**src/design/pvc_pkg.sv**
```systemverilog
/*
  Constants and types for the vendor configuration register bank of a
  10/100 transceiver: register numbers, field positions, reset values,
  write masks and timing of the internal state-machine reset.
  Assumes one 20 MHz system clock that also samples the management pins.
*/
package pvc_pkg;

  // Register numbers on the management bus
  localparam logic [4:0] PVC_REG_CTL_LOW   = 5'h10;
  localparam logic [4:0] PVC_REG_MODE_ADDR = 5'h11;
  localparam logic [4:0] PVC_REG_TEN_CFG   = 5'h12;
  localparam logic [4:0] PVC_REG_PD_TEST   = 5'h13;
  localparam logic [4:0] PVC_REG_SPEC_CFG  = 5'h14;

  // Field positions, control low register
  localparam int PVC_B_FSM_RST   = 3;
  localparam int PVC_B_PRE_SKIP  = 2;
  localparam int PVC_B_SLEEP     = 1;
  localparam int PVC_B_LOOPOUT   = 0;

  // Field positions, mode and address register
  localparam int PVC_B_MODE_LSB  = 12;
  localparam int PVC_B_ADDR_LSB  = 4;

  // Field positions, 10BASE-T register
  localparam int PVC_B_LINK_PULSE_ENABLE     = 14;
  localparam int PVC_B_HBE       = 13;
  localparam int PVC_B_SQUELCH   = 12;
  localparam int PVC_B_JABBER    = 11;
  localparam int PVC_B_SERIAL    = 10;

  // Field positions, special config register
  localparam int PVC_B_SD_FORCE  = 13;
  localparam int PVC_B_SHORT_PRE = 11;
  localparam int PVC_B_TX_SAVE   = 10;
  localparam int PVC_B_ANEG_PSO  = 9;
  localparam int PVC_B_XOVER     = 7;
  localparam int PVC_B_ANEG_LOOP = 6;
  localparam int PVC_B_XOVER_VAL = 5;
  localparam int PVC_B_XOVER_MAN = 4;
  localparam int PVC_B_PD_LEVEL  = 0;

  // Reset values and writable masks
  localparam logic [3:0]  PVC_MODE_RST     = 4'hF;
  localparam logic [15:0] PVC_SPEC_WMASK   = 16'hFE7F;
  localparam logic [15:0] PVC_SPEC_RST     = 16'h0000;
  localparam logic [8:0]  PVC_PD_SEL_RST   = 9'h000;

  // Preamble cut encodings
  localparam logic [1:0]  PVC_CUT_NONE     = 2'h0;
  localparam logic [1:0]  PVC_CUT_10       = 2'h1;
  localparam logic [1:0]  PVC_CUT_20       = 2'h2;

  // Management frame figures
  localparam logic [5:0]  PVC_PRE_ONES     = 6'h20;
  localparam logic [4:0]  PVC_HDR_LAST     = 5'h0C;
  localparam logic [4:0]  PVC_DATA_LAST    = 5'h0F;
  localparam logic [1:0]  PVC_OP_WRITE     = 2'h1;
  localparam logic [1:0]  PVC_OP_READ      = 2'h2;

  // State-machine reset pulse length
  localparam int PVC_CLK_MHZ      = 20;
  localparam int PVC_FSM_RST_NS   = 200;
  localparam int PVC_FSM_RST_CYC  = (PVC_FSM_RST_NS * PVC_CLK_MHZ + 999) / 1000;
  localparam logic [3:0] PVC_FSM_RST_LOAD = 4'(PVC_FSM_RST_CYC);

  // Frame receiver states
  typedef enum logic [2:0] {
    PVC_S_PRE  = 3'b000,
    PVC_S_HDR  = 3'b001,
    PVC_S_TA   = 3'b010,
    PVC_S_DATA = 3'b011
  } pvc_st_t;

endpackage

```
**src/design/pvc_regs.sv**
```systemverilog
/*
  Vendor configuration and status registers (16 low bits, 17 to 20) of a
  10/100 transceiver, with their clause 22 management frame slave.
  Assumes MDC and MDIO arrive synchronous to i_clk and far slower than it;
  the surrounding PHY supplies link status and takes the control levels.
*/
// Notes on behaviour
// RQ1 - Writing one to fsm reset bit pulses state machine reset; bit clears itself.
// RQ2 - Management preamble skip bit, resets to one; one allows frames without preamble.
// RQ3 - Sleep bit one powers down all but oscillator and clock generator.
// RQ4 - Clearing sleep keeps configuration and resets the state machines.
// RQ5 - Remote loopout bit one loops received data onto transmit channel.
// RQ6 - Negotiation completion sets exactly one of four read-only mode bits.
// RQ7 - Five-bit PHY address, strapped at reset, writable, sent MSB first.
// RQ8 - Four-bit read-only negotiation monitor code reports negotiation progress.
// RQ9 - At 10 Mb/s link pulse enable sends pulses; zero forces link good.
// RQ10 - Heartbeat enable, reset one, is ignored in full duplex.
// RQ11 - Jabber enable acts in 10BASE-T full duplex or transceiver loopback.
// RQ12 - Serial select strapped; chooses seven-wire interface, never at 100 Mb/s.
// RQ13 - Read-only polarity flag follows detected reversed 10 Mb/s polarity.
// RQ14 - Selected power-down test bits take the common power-down level.
// RQ15 - Force signal detect bit makes 100 Mb/s signal detect good.
// RQ16 - Preamble saving zero with saving set cuts preamble 10 or 20 bits.
// RQ17 - Transmit power saving bit enables 10 Mb/s saving; resets to zero.
// RQ18 - Negotiation power saving bit is inverted: zero enables saving.
// RQ19 - Read-only crossover bit shows crossed one or straight zero.
// RQ20 - Manual crossover zero runs automatic; one follows the force value.
// RQ21 - Negotiation loopback bit runs digital negotiation loopback test.
// RQ22 - Reserved bits read zero; writes to them are ignored.
// RQ23 - Registers reached by clause 22 frames addressed by PHY and register.
`timescale 1ns/1ps
module pvc_regs
  import pvc_pkg::*;
#(
  parameter int NUM_PD_BLOCKS = 9
) (
  // Clock and reset
  input  wire logic                     i_clk,
  input  wire logic                     i_rst,
  // Management pins
  input  wire logic                     i_mdc,
  input  wire logic                     i_mdio,
  output logic                          o_mdio,
  output logic                          o_mdio_oe,
  // Straps
  input  wire logic [4:0]               i_strap_phy_addr,
  input  wire logic                     i_strap_serial,
  // Status from the PHY core
  input  wire logic                     i_aneg_done,
  input  wire logic                     i_aneg_speed100,
  input  wire logic                     i_aneg_full,
  input  wire logic [3:0]               i_aneg_monitor,
  input  wire logic                     i_speed100,
  input  wire logic                     i_full_duplex,
  input  wire logic                     i_xcvr_loopback,
  input  wire logic                     i_polarity_rev,
  input  wire logic                     i_signal_detect,
  input  wire logic                     i_auto_crossover,
  input  wire logic                     i_preamble_cut10,
  // Controls to the PHY core
  output logic                          o_fsm_reset,
  output logic                          o_sleep,
  output logic                          o_remote_loopout,
  output logic                          o_link_pulse_tx,
  output logic                          o_link_force_good,
  output logic                          o_heartbeat_en,
  output logic                          o_jabber_en,
  output logic                          o_squelch_normal,
  output logic                          o_serial_mode,
  output logic [NUM_PD_BLOCKS-1:0]      o_block_pd,
  output logic                          o_sig_detect_ok,
  output logic [1:0]                    o_preamble_cut,
  output logic                          o_tx_low_speed_save,
  output logic                          o_aneg_power_save,
  output logic                          o_crossover,
  output logic                          o_aneg_digital_loop,
  output logic [15:0]                   o_spec_cfg
);
  import pvc_pkg::*;

  // Power-down test register is fixed at nine blocks
  if (NUM_PD_BLOCKS != 9) begin : g_pd_count_bad
    $error("pvc_regs: power-down test register holds exactly 9 blocks");
  end

  typedef struct packed {
    logic                     mdc;
    pvc_st_t                  st;
    logic [4:0]               cnt;
    logic [5:0]               ones;
    logic [15:0]              sh;
    logic                     rd;
    logic [4:0]               regad;
    logic                     mdo;
    logic                     mdoe;
    logic                     strapped;
    logic [3:0]               rst_cnt;
    logic                     pre_skip;
    logic                     sleep;
    logic                     loopout;
    logic [3:0]               mode;
    logic [4:0]               phy_addr;
    logic                     link_pulse_enable;
    logic                     heartbeat_enable;
    logic                     squelch;
    logic                     jabber;
    logic                     serial;
    logic [8:0]               pd_sel;
    logic [15:0]              spec;
  } pvc_state_t;

  pvc_state_t s_q;
  pvc_state_t s_d;

  logic        mdc_rise;
  logic [12:0] hdr;
  logic [15:0] rdata;
  logic [15:0] wdata;
  logic        wr_fire;
  logic        xover;

  // Edge of the management clock and assembled header
  assign mdc_rise = i_mdc & ~s_q.mdc;
  assign hdr      = {s_q.sh[11:0], i_mdio};
  assign wdata    = {s_q.sh[14:0], i_mdio};
  assign wr_fire  = mdc_rise && (s_q.st == PVC_S_DATA) && !s_q.rd && (s_q.cnt == PVC_DATA_LAST);

  // Crossover state, manual or automatic
  assign xover = s_q.spec[PVC_B_XOVER_MAN] ? s_q.spec[PVC_B_XOVER_VAL] : i_auto_crossover; // RQ20

  // Read data assembly; unlisted bits stay zero
  always_comb begin
    rdata = 16'h0000;                                            // RQ22
    case (s_q.regad)
      PVC_REG_CTL_LOW: begin
        rdata[PVC_B_FSM_RST]  = o_fsm_reset;
        rdata[PVC_B_PRE_SKIP] = s_q.pre_skip;
        rdata[PVC_B_SLEEP]    = s_q.sleep;
        rdata[PVC_B_LOOPOUT]  = s_q.loopout;
      end
      PVC_REG_MODE_ADDR: begin
        rdata[PVC_B_MODE_LSB +: 4] = s_q.mode;                   // RQ6
        rdata[PVC_B_ADDR_LSB +: 5] = s_q.phy_addr;               // RQ7
        rdata[3:0]                 = i_aneg_monitor;             // RQ8
      end
      PVC_REG_TEN_CFG: begin
        rdata[PVC_B_LINK_PULSE_ENABLE]   = s_q.link_pulse_enable;
        rdata[PVC_B_HBE]     = s_q.heartbeat_enable;
        rdata[PVC_B_SQUELCH] = s_q.squelch;
        rdata[PVC_B_JABBER]  = s_q.jabber;
        rdata[PVC_B_SERIAL]  = s_q.serial;
        rdata[0]             = i_polarity_rev;                   // RQ13
      end
      PVC_REG_PD_TEST: begin
        rdata[8:0] = s_q.pd_sel;
      end
      PVC_REG_SPEC_CFG: begin
        rdata             = s_q.spec & PVC_SPEC_WMASK;
        rdata[PVC_B_XOVER] = xover;                              // RQ19
      end
      default: begin
        rdata = 16'h0000;
      end
    endcase
  end

  // Next state: frame slave, register writes, self-clearing reset
  always_comb begin
    s_d     = s_q;
    s_d.mdc = i_mdc;
    // Straps caught once after reset release
    if (!s_q.strapped) begin
      s_d.strapped = 1'b1;
      s_d.phy_addr = i_strap_phy_addr;                           // RQ7
      s_d.serial   = i_strap_serial;                             // RQ12
    end
    // Reset pulse countdown; bit reads as zero once it ends
    if (s_q.rst_cnt != 4'h0) begin
      s_d.rst_cnt = s_q.rst_cnt - 4'h1;                          // RQ1
    end
    // Negotiation result as a one-hot mode
    if (i_aneg_done) begin
      case ({i_aneg_speed100, i_aneg_full})                      // RQ6
        2'b11:   s_d.mode = 4'h8;
        2'b10:   s_d.mode = 4'h4;
        2'b01:   s_d.mode = 4'h2;
        default: s_d.mode = 4'h1;
      endcase
    end
    // Frame receiver, acting on management clock rising edges
    if (mdc_rise) begin
      case (s_q.st)
        PVC_S_PRE: begin
          if (i_mdio) begin
            if (s_q.ones != PVC_PRE_ONES) begin
              s_d.ones = s_q.ones + 6'h01;
            end
          end else if ((s_q.ones == PVC_PRE_ONES) || s_q.pre_skip) begin // RQ2
            s_d.st  = PVC_S_HDR;
            s_d.cnt = 5'h00;
            s_d.sh  = 16'h0000;
          end else begin
            s_d.ones = 6'h00;
          end
        end
        PVC_S_HDR: begin
          s_d.sh  = {s_q.sh[14:0], i_mdio};
          s_d.cnt = s_q.cnt + 5'h01;
          if (s_q.cnt == PVC_HDR_LAST) begin
            s_d.cnt   = 5'h00;
            s_d.ones  = 6'h00;
            s_d.regad = hdr[4:0];
            s_d.rd    = (hdr[11:10] == PVC_OP_READ);
            if (hdr[12] && (hdr[9:5] == s_q.phy_addr) &&
                ((hdr[11:10] == PVC_OP_READ) || (hdr[11:10] == PVC_OP_WRITE))) begin // RQ23
              s_d.st = PVC_S_TA;
            end else begin
              s_d.st = PVC_S_PRE;
            end
          end
        end
        PVC_S_TA: begin
          s_d.cnt = s_q.cnt + 5'h01;
          if (s_q.cnt == 5'h00) begin
            // Drive the turnaround zero for reads
            s_d.mdoe = s_q.rd;
            s_d.mdo  = 1'b0;
            s_d.sh   = rdata;
          end else begin
            s_d.st  = PVC_S_DATA;
            s_d.cnt = 5'h00;
            if (s_q.rd) begin
              s_d.mdo = s_q.sh[15];                              // RQ7
              s_d.sh  = {s_q.sh[14:0], 1'b0};
            end
          end
        end
        PVC_S_DATA: begin
          s_d.cnt = s_q.cnt + 5'h01;
          if (s_q.rd) begin
            s_d.mdo = s_q.sh[15];
            s_d.sh  = {s_q.sh[14:0], 1'b0};
          end else begin
            s_d.sh = wdata;
          end
          if (s_q.cnt == PVC_DATA_LAST) begin
            s_d.st   = PVC_S_PRE;
            s_d.mdoe = 1'b0;
            s_d.mdo  = 1'b0;
          end
        end
        default: begin
          s_d.st   = PVC_S_PRE;
          s_d.mdoe = 1'b0;
        end
      endcase
    end
    // Register writes, reserved bits dropped
    if (wr_fire) begin
      case (s_q.regad)
        PVC_REG_CTL_LOW: begin
          s_d.pre_skip = wdata[PVC_B_PRE_SKIP];                  // RQ2
          s_d.sleep    = wdata[PVC_B_SLEEP];                     // RQ3
          s_d.loopout  = wdata[PVC_B_LOOPOUT];                   // RQ5
          if (wdata[PVC_B_FSM_RST] || (s_q.sleep && !wdata[PVC_B_SLEEP])) begin
            s_d.rst_cnt = PVC_FSM_RST_LOAD;                      // RQ1 RQ4
          end
        end
        PVC_REG_MODE_ADDR: begin
          s_d.phy_addr = wdata[PVC_B_ADDR_LSB +: 5];             // RQ7
        end
        PVC_REG_TEN_CFG: begin
          s_d.link_pulse_enable   = wdata[PVC_B_LINK_PULSE_ENABLE];
          s_d.heartbeat_enable     = wdata[PVC_B_HBE];
          s_d.squelch = wdata[PVC_B_SQUELCH];
          s_d.jabber  = wdata[PVC_B_JABBER];
          s_d.serial  = wdata[PVC_B_SERIAL];
        end
        PVC_REG_PD_TEST: begin
          s_d.pd_sel = wdata[8:0];
        end
        PVC_REG_SPEC_CFG: begin
          s_d.spec = wdata & PVC_SPEC_WMASK;                     // RQ22
        end
        default: begin
          s_d.spec = s_q.spec;
        end
      endcase
    end
  end

  // State register; sleep leaves configuration untouched
  always_ff @(posedge i_clk or posedge i_rst) begin
    if (i_rst) begin
      s_q          <= '0;
      s_q.st       <= PVC_S_PRE;
      s_q.pre_skip <= 1'b1;                                      // RQ2
      s_q.mode     <= PVC_MODE_RST;
      s_q.link_pulse_enable    <= 1'b1;
      s_q.heartbeat_enable      <= 1'b1;
      s_q.squelch  <= 1'b1;
      s_q.jabber   <= 1'b1;
      s_q.pd_sel   <= PVC_PD_SEL_RST;
      s_q.spec     <= PVC_SPEC_RST;                              // RQ17 RQ18
    end else begin
      s_q <= s_d;
    end
  end

  // Per-block power-down test levels
  genvar gi;
  generate
    for (gi = 0; gi < NUM_PD_BLOCKS; gi++) begin : g_pd
      assign o_block_pd[gi] = s_q.pd_sel[gi] & s_q.spec[PVC_B_PD_LEVEL]; // RQ14
    end
  endgenerate

  // Management pin drive
  assign o_mdio    = s_q.mdo;
  assign o_mdio_oe = s_q.mdoe;

  // Controls to the PHY core
  assign o_fsm_reset         = (s_q.rst_cnt != 4'h0);            // RQ1
  assign o_sleep             = s_q.sleep;                        // RQ3
  assign o_remote_loopout    = s_q.loopout;                      // RQ5
  assign o_link_pulse_tx     = s_q.link_pulse_enable & ~i_speed100;          // RQ9
  assign o_link_force_good   = ~s_q.link_pulse_enable & ~i_speed100;         // RQ9
  assign o_heartbeat_en      = s_q.heartbeat_enable & ~i_full_duplex;         // RQ10
  assign o_jabber_en         = (~i_speed100 & (i_full_duplex | i_xcvr_loopback)) ? s_q.jabber : 1'b1; // RQ11
  assign o_squelch_normal    = s_q.squelch;
  assign o_serial_mode       = s_q.serial & ~i_speed100;         // RQ12
  assign o_sig_detect_ok     = s_q.spec[PVC_B_SD_FORCE] | i_signal_detect; // RQ15
  assign o_preamble_cut      = (!s_q.spec[PVC_B_SHORT_PRE] && s_q.spec[PVC_B_TX_SAVE]) ?
                               (i_preamble_cut10 ? PVC_CUT_10 : PVC_CUT_20) : PVC_CUT_NONE; // RQ16
  assign o_tx_low_speed_save = s_q.spec[PVC_B_TX_SAVE];          // RQ17
  assign o_aneg_power_save   = ~s_q.spec[PVC_B_ANEG_PSO];        // RQ18
  assign o_crossover         = xover;                            // RQ19
  assign o_aneg_digital_loop = s_q.spec[PVC_B_ANEG_LOOP];        // RQ21
  assign o_spec_cfg          = s_q.spec;
endmodule // pvc_regs

```
**config.mk**
```make
export PLATFORM = sky130hd
export DESIGN_NAME = pvc_regs
export DESIGN_NICKNAME = d
export VERILOG_FILES = /design/src/design/pvc_pkg.sv /design/src/design/pvc_regs.sv
export SDC_FILE = /design/constraint.sdc
export NUM_CORES = 1
export LEC_CHECK = 0
export BUFFER_PORTS_ARGS = -buffer_cell sky130_fd_sc_hd__buf_2
export CORE_ASPECT_RATIO = 1.4
export CORE_UTILIZATION = 30
export CTS_BUF_LIST = sky130_fd_sc_hd__clkbuf_4
export CTS_CLUSTER_DIAMETER = 50
export DETAILED_ROUTE_END_ITERATION = 7
export PLACE_DENSITY = 0.57
export SYNTH_ARGS = -nofsm -noshare
export SYNTH_HDL_FRONTEND = slang
export SYNTH_SLANG_ARGS = --single-unit
```
**constraint.sdc**
```tcl
create_clock -name i_clk -period 2.5 [get_ports i_clk]
set_input_delay 0.5 -clock i_clk [delete_from_list [all_inputs] [get_ports i_clk]]
set_output_delay 0.5 -clock i_clk [all_outputs]
set_load 0.1 [all_outputs]
```
==> results.json, run 1 <==
{
  "hpwlAfterDp_microns": 8945,
  "start_util_pct": 30.92,
  "cp_slowest_cell": "or3b_4",
  "die-height_microns": 150.0,
  "ys.warnings.count": 0,
  "synth.largest_area_cell": "dfrtp_1",
  "pre_cts_ws_ns": 0.3086,
  "clock_latency_ns": 0.46,
  "yosys-top-cells-area": "dfrtp_1, mux2_2, dfstp_2",
  "syn_area_per_cell_sq_um": 10.06,
  "total_power_mw": 3.615,
  "synth_edf_count": 0,
  "outcome": "finished clean",
  "drive_gt1_share_pct": 29.85,
  "antenna_found_initial": 1,
  "synth_common_cells": "dfrtp_1, nand2_1, o21ai_0",
  "grt_pass1_vias": 3647,
  "rsz0062_at_grt": "no",
  "synthAdderAreaFrac_pct": 3.197,
  "cts_tree": "built",
  "maxSlewHeadroom_pct": 58.88,
  "worst-slew-pin-transition_ns": 0.6154,
  "grt_max_degree": 34,
  "crit_type": "flip-flop to primary output",
  "finalCritPeriodShare_pct": 93.06,
  "drt-total-wl_microns": 11750,
  "synth-compound-area-share_pct": 15.08,
  "ys_seq_elements": 83,
  "firstDrtPassIters": 4,
  "critPathLaunchType": "flip-flop",
  "synth_ff_type": "dfrtp_1",
  "highest-signal-layer": "met4",
  "p_leak_nw": 2.477,
  "min_path_type": "input pin to async pin",
  "ant_nets": 0,
  "gr-usage-all-layers_pct": 15.59,
  "critical_path.max_fanout": 5,
  "met2_length_microns": 6213,
  "dieWidth_microns": 107.7,
  "cts_buffer_depth": 2,
  "fmax_mhz": 429.9,
  "synthToLayoutAreaGrowth_pct": 12.92,
  "wl_met1_microns": 4819,
  "power.density_mw_per_mm2": 681.8,
  "num_rows": 53,
  "synth-xor-area-share_pct": 1.306,
  "cts_sinks": 83,
  "synth_area_sq_mm": 0.004696,
  "fin_nets": 557,
  "crit_arrival_ns": 1.83,
  "vdd_ir_drop_max_v": 0.0002822,
  "period_minus_slack_ns": 2.326,
  "cts_hold_buf": 0,
  "synth.most_common_cell": "dfrtp_1",
  "overflow": 0,
  "drtIter0Drc": 204,
  "hold_viol_final": 0,
  "synth_top_family_by_area": "simple AND/OR/NAND/NOR gates",
  "clk_pin_slew_ns": 0.16,
  "cts_root_buf": "clkbuf_4",
  "post-route-drc-count": 0,
  "skew_ns": 0.01697,
  "wl_met3_microns": 447,
  "synthSimpleGateAreaFrac_pct": 18.12,
  "io_pins": 67,
  "coreArea_sq_mm": 0.01519,
  "worstPathCellList": "inv_1 -> ha_1 -> or3b_4 -> buf_4",
  "cts_buffers": 9,
  "die_area_sq_mm": 0.01616,
  "via_count": 3591,
  "grt_pass1_wl_microns": 19270,
  "synthMuxAreaShare_pct": 10.98,
  "worstPathRequired_ns": 2.00,
  "setup_viol": 0,
  "synth_top_area_share_pct": 39.44,
  "critical_path.max_stage_delay_ns": 0.43,
  "wl_per_cell_microns": 16.34,
  "viasPerCell": 4.994,
  "setup_tns_ns": 0,
  "drv_cap": 0,
  "gp_congestion": 0.9501,
  "drv_slew": 0,
  "synth_cell_types": 75,
  "portBuffers": 64,
  "crit_path_end_kind": "primary output",
  "setup_ws_ns": 0.1736,
  "syn_inst": 467,
  "htreeDepth": 3,
  "yosysSeqAreaShare_pct": 44.47,
  "ys_async_sr_fraction_pct": 100.0
}
-- report_power, final --
part / internal (mW) / total (mW) / switching [mW]
sequential: 1.48 / 1.66 / 0.176
combinational: 0.428 / 1.21 / 0.777
clock: 0.221 / 0.754 / 0.533
-- per-layer routing --
metal / track usage, % / up-vias
li1: - / 1749
met2: 27.44 / 79
met3: 2.875 / 18
met1: 18.36 / 1745
met4: 6.644 / 0
met5: 0 / -
-- state kept, by name, summed over array words and instances (netlist names) --
name / count
o_spec_cfg: 14
hdr: 12
o_mdio: 1
o_remote_loopout: 1
o_mdio_oe: 1
o_sleep: 1
o_squelch_normal: 1
s_q: 52
-- cell usage in the layout (no fill, tap or decap), drive strengths merged, types with 10 or more instances in the layout --
master,instances
inv,27
and2,11
nor2,28
mux2i,14
a21oi,10
nand2,46
nand3,19
buf,78
mux2,30
dfrtp,74
o21ai,39
ha,12
-- critical path, delay by kind of cell, from the launching register on --
family | cells | cell delay [ns]
adder cells (fa/ha/maj) | 1 | 0.20
buffers and inverters | 2 | 0.33
flip-flops | 1 | 0.42
AND/OR/NAND/NOR | 1 | 0.43
-- through the flow --
stage,hold slack (ns),util [%],area (sq um),cells
final,0.09511,34.92,5303,719
after global routing,0.1250,34.92,5303,719
after CTS,0.09885,34.87,5295,718
after detailed placement,0.4703,34.02,5166,702
after global placement,0.4780,34.02,5166,702
after floorplan,0.4478,-,4708,468
-- area by class of cell --
class | count | area (sq um)
diodes | 1 | 2.502
well taps | 192 | 240.2
inverters | 25 | 97.59
repair buffers | 78 | 440.4
clock buffers | 9 | 67.56
fillers | 1532 | 9883
multi-input cells | 324 | 2305
clock inverters | 7 | 61.31
flip-flops and latches | 83 | 2088
-- repair_timing --
action / 4_1_cts / 5_1_grt
setup endpoints to repair: 0 / 1
setup buffers: 0 / 0
gates resized for setup: 0 / 3
-- cell families (layout without fill, tap and decap cells) --
family	count (synthesis)	after routing
xor+xnor	7	7
buf+inv	61	119
mux	45	45
simple gates	156	156
compound gates	101	101
fa+ha+maj	12	12
flops	83	83
other cells	2	4
-- path summary, 6_finish.rpt --
path | start | to | slack, ns | depth (start not counted)
max | s_q[42] | o_fsm_reset | 0.17 | 4
min | i_rst | s_q[19] | 0.1 | 2
max reg2reg | s_q[77] | o_spec_cfg[12] | 0.31 | 6
min reg2reg | s_q[36] | s_q[36] | 0.50 | 2
max in group asynchronous | i_rst | s_q[41] | 1.75 | 3
min in group i_clk | i_mdc | s_q[85] | 0.16 | 1
(Power assumes the default switching activity.)
==> inputs of run 2 (changes only) <==
--- a/config.mk
+++ b/config.mk
@@ -6,12 +6,13 @@
 export NUM_CORES = 1
 export LEC_CHECK = 0
 export BUFFER_PORTS_ARGS = -buffer_cell sky130_fd_sc_hd__buf_2
-export CORE_ASPECT_RATIO = 1.4
+export CORE_ASPECT_RATIO = 0.8
 export CORE_UTILIZATION = 30
 export CTS_BUF_LIST = sky130_fd_sc_hd__clkbuf_4
 export CTS_CLUSTER_DIAMETER = 50
 export DETAILED_ROUTE_END_ITERATION = 7
 export PLACE_DENSITY = 0.57
+export REMOVE_ABC_BUFFERS = 1
 export SYNTH_ARGS = -nofsm -noshare
 export SYNTH_HDL_FRONTEND = slang
 export SYNTH_SLANG_ARGS = --single-unit
==> results.json, run 2 (same netlist as run 1, synthesis figures left out) <==
{
  "viasPerCell": 4.966,
  "drv_cap": 0,
  "start_util_pct": 30.97,
  "via_count": 3645,
  "grt_max_degree": 84,
  "die-height_microns": 113.9,
  "mostFrequentLayoutCells": "dfrtp_1, buf_2, nand2_1, o21ai_0, nor2_1",
  "setup_tns_ns": 0,
  "portBuffers": 64,
  "post_cts.repair.setup_buffers": 0,
  "cp-endpoint": "o_fsm_reset",
  "vdd_ir_drop_max_v": 0.0002198,
  "outcome": "finished clean",
  "rsz0062_at_grt": "no",
  "use_met3_pct": 3.652,
  "drt-total-wl_microns": 11700,
  "maxSlewHeadroom_pct": 62.23,
  "p_leak_nw": 2.462,
  "post-route-drc-count": 0,
  "crit_path_end_kind": "primary output",
  "wl_per_cell_microns": 15.94,
  "drv_slew": 0,
  "crit_arrival_ns": 1.85,
  "critical_path.max_fanout": 5,
  "die_area_sq_mm": 0.01616,
  "grt_use_met1_pct": 22.82,
  "cts_buffers": 9,
  "drive_gt1_share_pct": 29.06,
  "cp_slowest_cell": "or3b_4",
  "setup_viol": 0,
  "coreArea_sq_mm": 0.01516,
  "hold_ws_ns": 0.1050,
  "place_area_sq_mm": 0.005159,
  "critical_path.max_stage_delay_ns": 0.44,
  "fin_nets": 554,
  "fin_area_sq_mm": 0.005279,
  "rr_startpoint": "s_q[77]",
  "num_rows": 40,
  "grt_busiest_layer": "met1",
  "clock_latency_ns": 0.46,
  "fmax_mhz": 425.5,
  "r2r-end": "o_spec_cfg[15]",
  "power.density_mw_per_mm2": 674.0,
  "cts_tree": "built",
  "hold_viol_final": 0,
  "finalCritPeriodShare_pct": 94.01,
  "cts_buffer_depth": 2,
  "dieWidth_microns": 141.9,
  "worstPathRequired_ns": 2.00,
  "fin_util_pct": 34.81,
  "gp_congestion": 0.8605,
  "hpwlAfterDp_microns": 8608,
  "gr-usage-all-layers_pct": 15.33,
  "fillers": 1552,
  "skew_ns": 0.01577,
  "htreeDepth": 3,
  "crit_type": "flip-flop to primary output",
  "startpoint": "s_q[42]",
  "use_met2_pct": 21.84,
  "worstRegToRegCells": 6,
  "critPathLaunchType": "flip-flop",
  "cp_top_family": "simple AND/OR/NAND/NOR gates",
  "clk_pin_slew_ns": 0.13,
  "drtIter0Drc": 283,
  "layout_commonest_cell": "dfrtp_1",
  "antenna_found_initial": 1,
  "cts_sinks": 83,
  "cp_num_cells": 4,
  "worst-slew-pin-transition_ns": 0.5665,
  "firstDrtPassIters": 5,
  "worstPathCellList": "inv_1 -> ha_1 -> or3b_4 -> buf_4",
  "io_pins": 67,
  "period_minus_slack_ns": 2.350,
  "reg2reg_slack_ns": 0.30,
  "grt_pass1_vias": 3554,
  "min_path_type": "input pin to async pin",
  "top_register": "s_q",
  "cts_root_buf": "clkbuf_4",
  "overflow": 0,
  "path_buf_inv": 2,
  "synthToLayoutAreaGrowth_pct": 12.42,
  "ant_nets": 0,
  "grt_pass1_wl_microns": 18940,
  "largest_reg_flops": 52
}
run 2: worst min path at each step:
stage / end / slack (ns) / cells past startpoint
2_1_floorplan: s_q[70] / 0.45 / 2
3_3_place_gp: s_q[36] / 0.48 / 2
3_5_place_dp: s_q[36] / 0.48 / 2
4_1_cts: s_q[31] / 0.12 / 3
5_1_grt: hdr[8] / 0.12 / 3
6_report: s_q[31] / 0.11 / 3
run 2: repair_timing:
item                       CTS  global route
setup endpoints to repair    0             1
hold buffers                 0             0
gates resized for setup      0             3
run 2: final cells by class:
cell class / count / area (sq um) / share of cell area, %
antenna: 1 / 2.502 / 0.04740
tap: 210 / 262.8 / 4.977
clock inverter: 5 / 30.03 / 0.5689
sequential: 83 / 2088 / 39.56
clock buffer: 11 / 82.58 / 1.564
timing repair buffer: 75 / 417.9 / 7.917
multi-input combinational: 324 / 2300 / 43.56
inverter: 25 / 95.09 / 1.801
run 2: per-stage QoR:
stage          setup WS (ns)  instances  power [mW]
3_3_place_gp          0.3747        717       2.830
4_1_cts             0.001810        733       3.561
5_1_grt              0.05227        734       3.787
6_report              0.1497        734       3.558
3_5_place_dp          0.2934        717       2.862
2_1_floorplan         -1.840        432       2.498
run 2: tightest hold or removal path, stage by stage:
cell and delay (ns):
buf_2 0.10, clkinv_2 0.05, buf_12 0.35
run 2: power by group:
part	internal, mW	total, mW	switching [mW]
Clock	0.222	0.698	0.476
Combinational	0.419	1.20	0.786
Sequential	1.48	1.65	0.175
run 2: per-layer routing:
| layer | wire (microns) | up-vias | part of all wire, % |
|---|---|---|---|
| met5 | 0 | - | 0 |
| met2 | 4953 | 116 | 42 |
| li1 | - | 1741 | - |
| met1 | 6024 | 1778 | 51 |
| met4 | 84 | 0 | 0.72 |
| met3 | 636 | 10 | 5.4 |
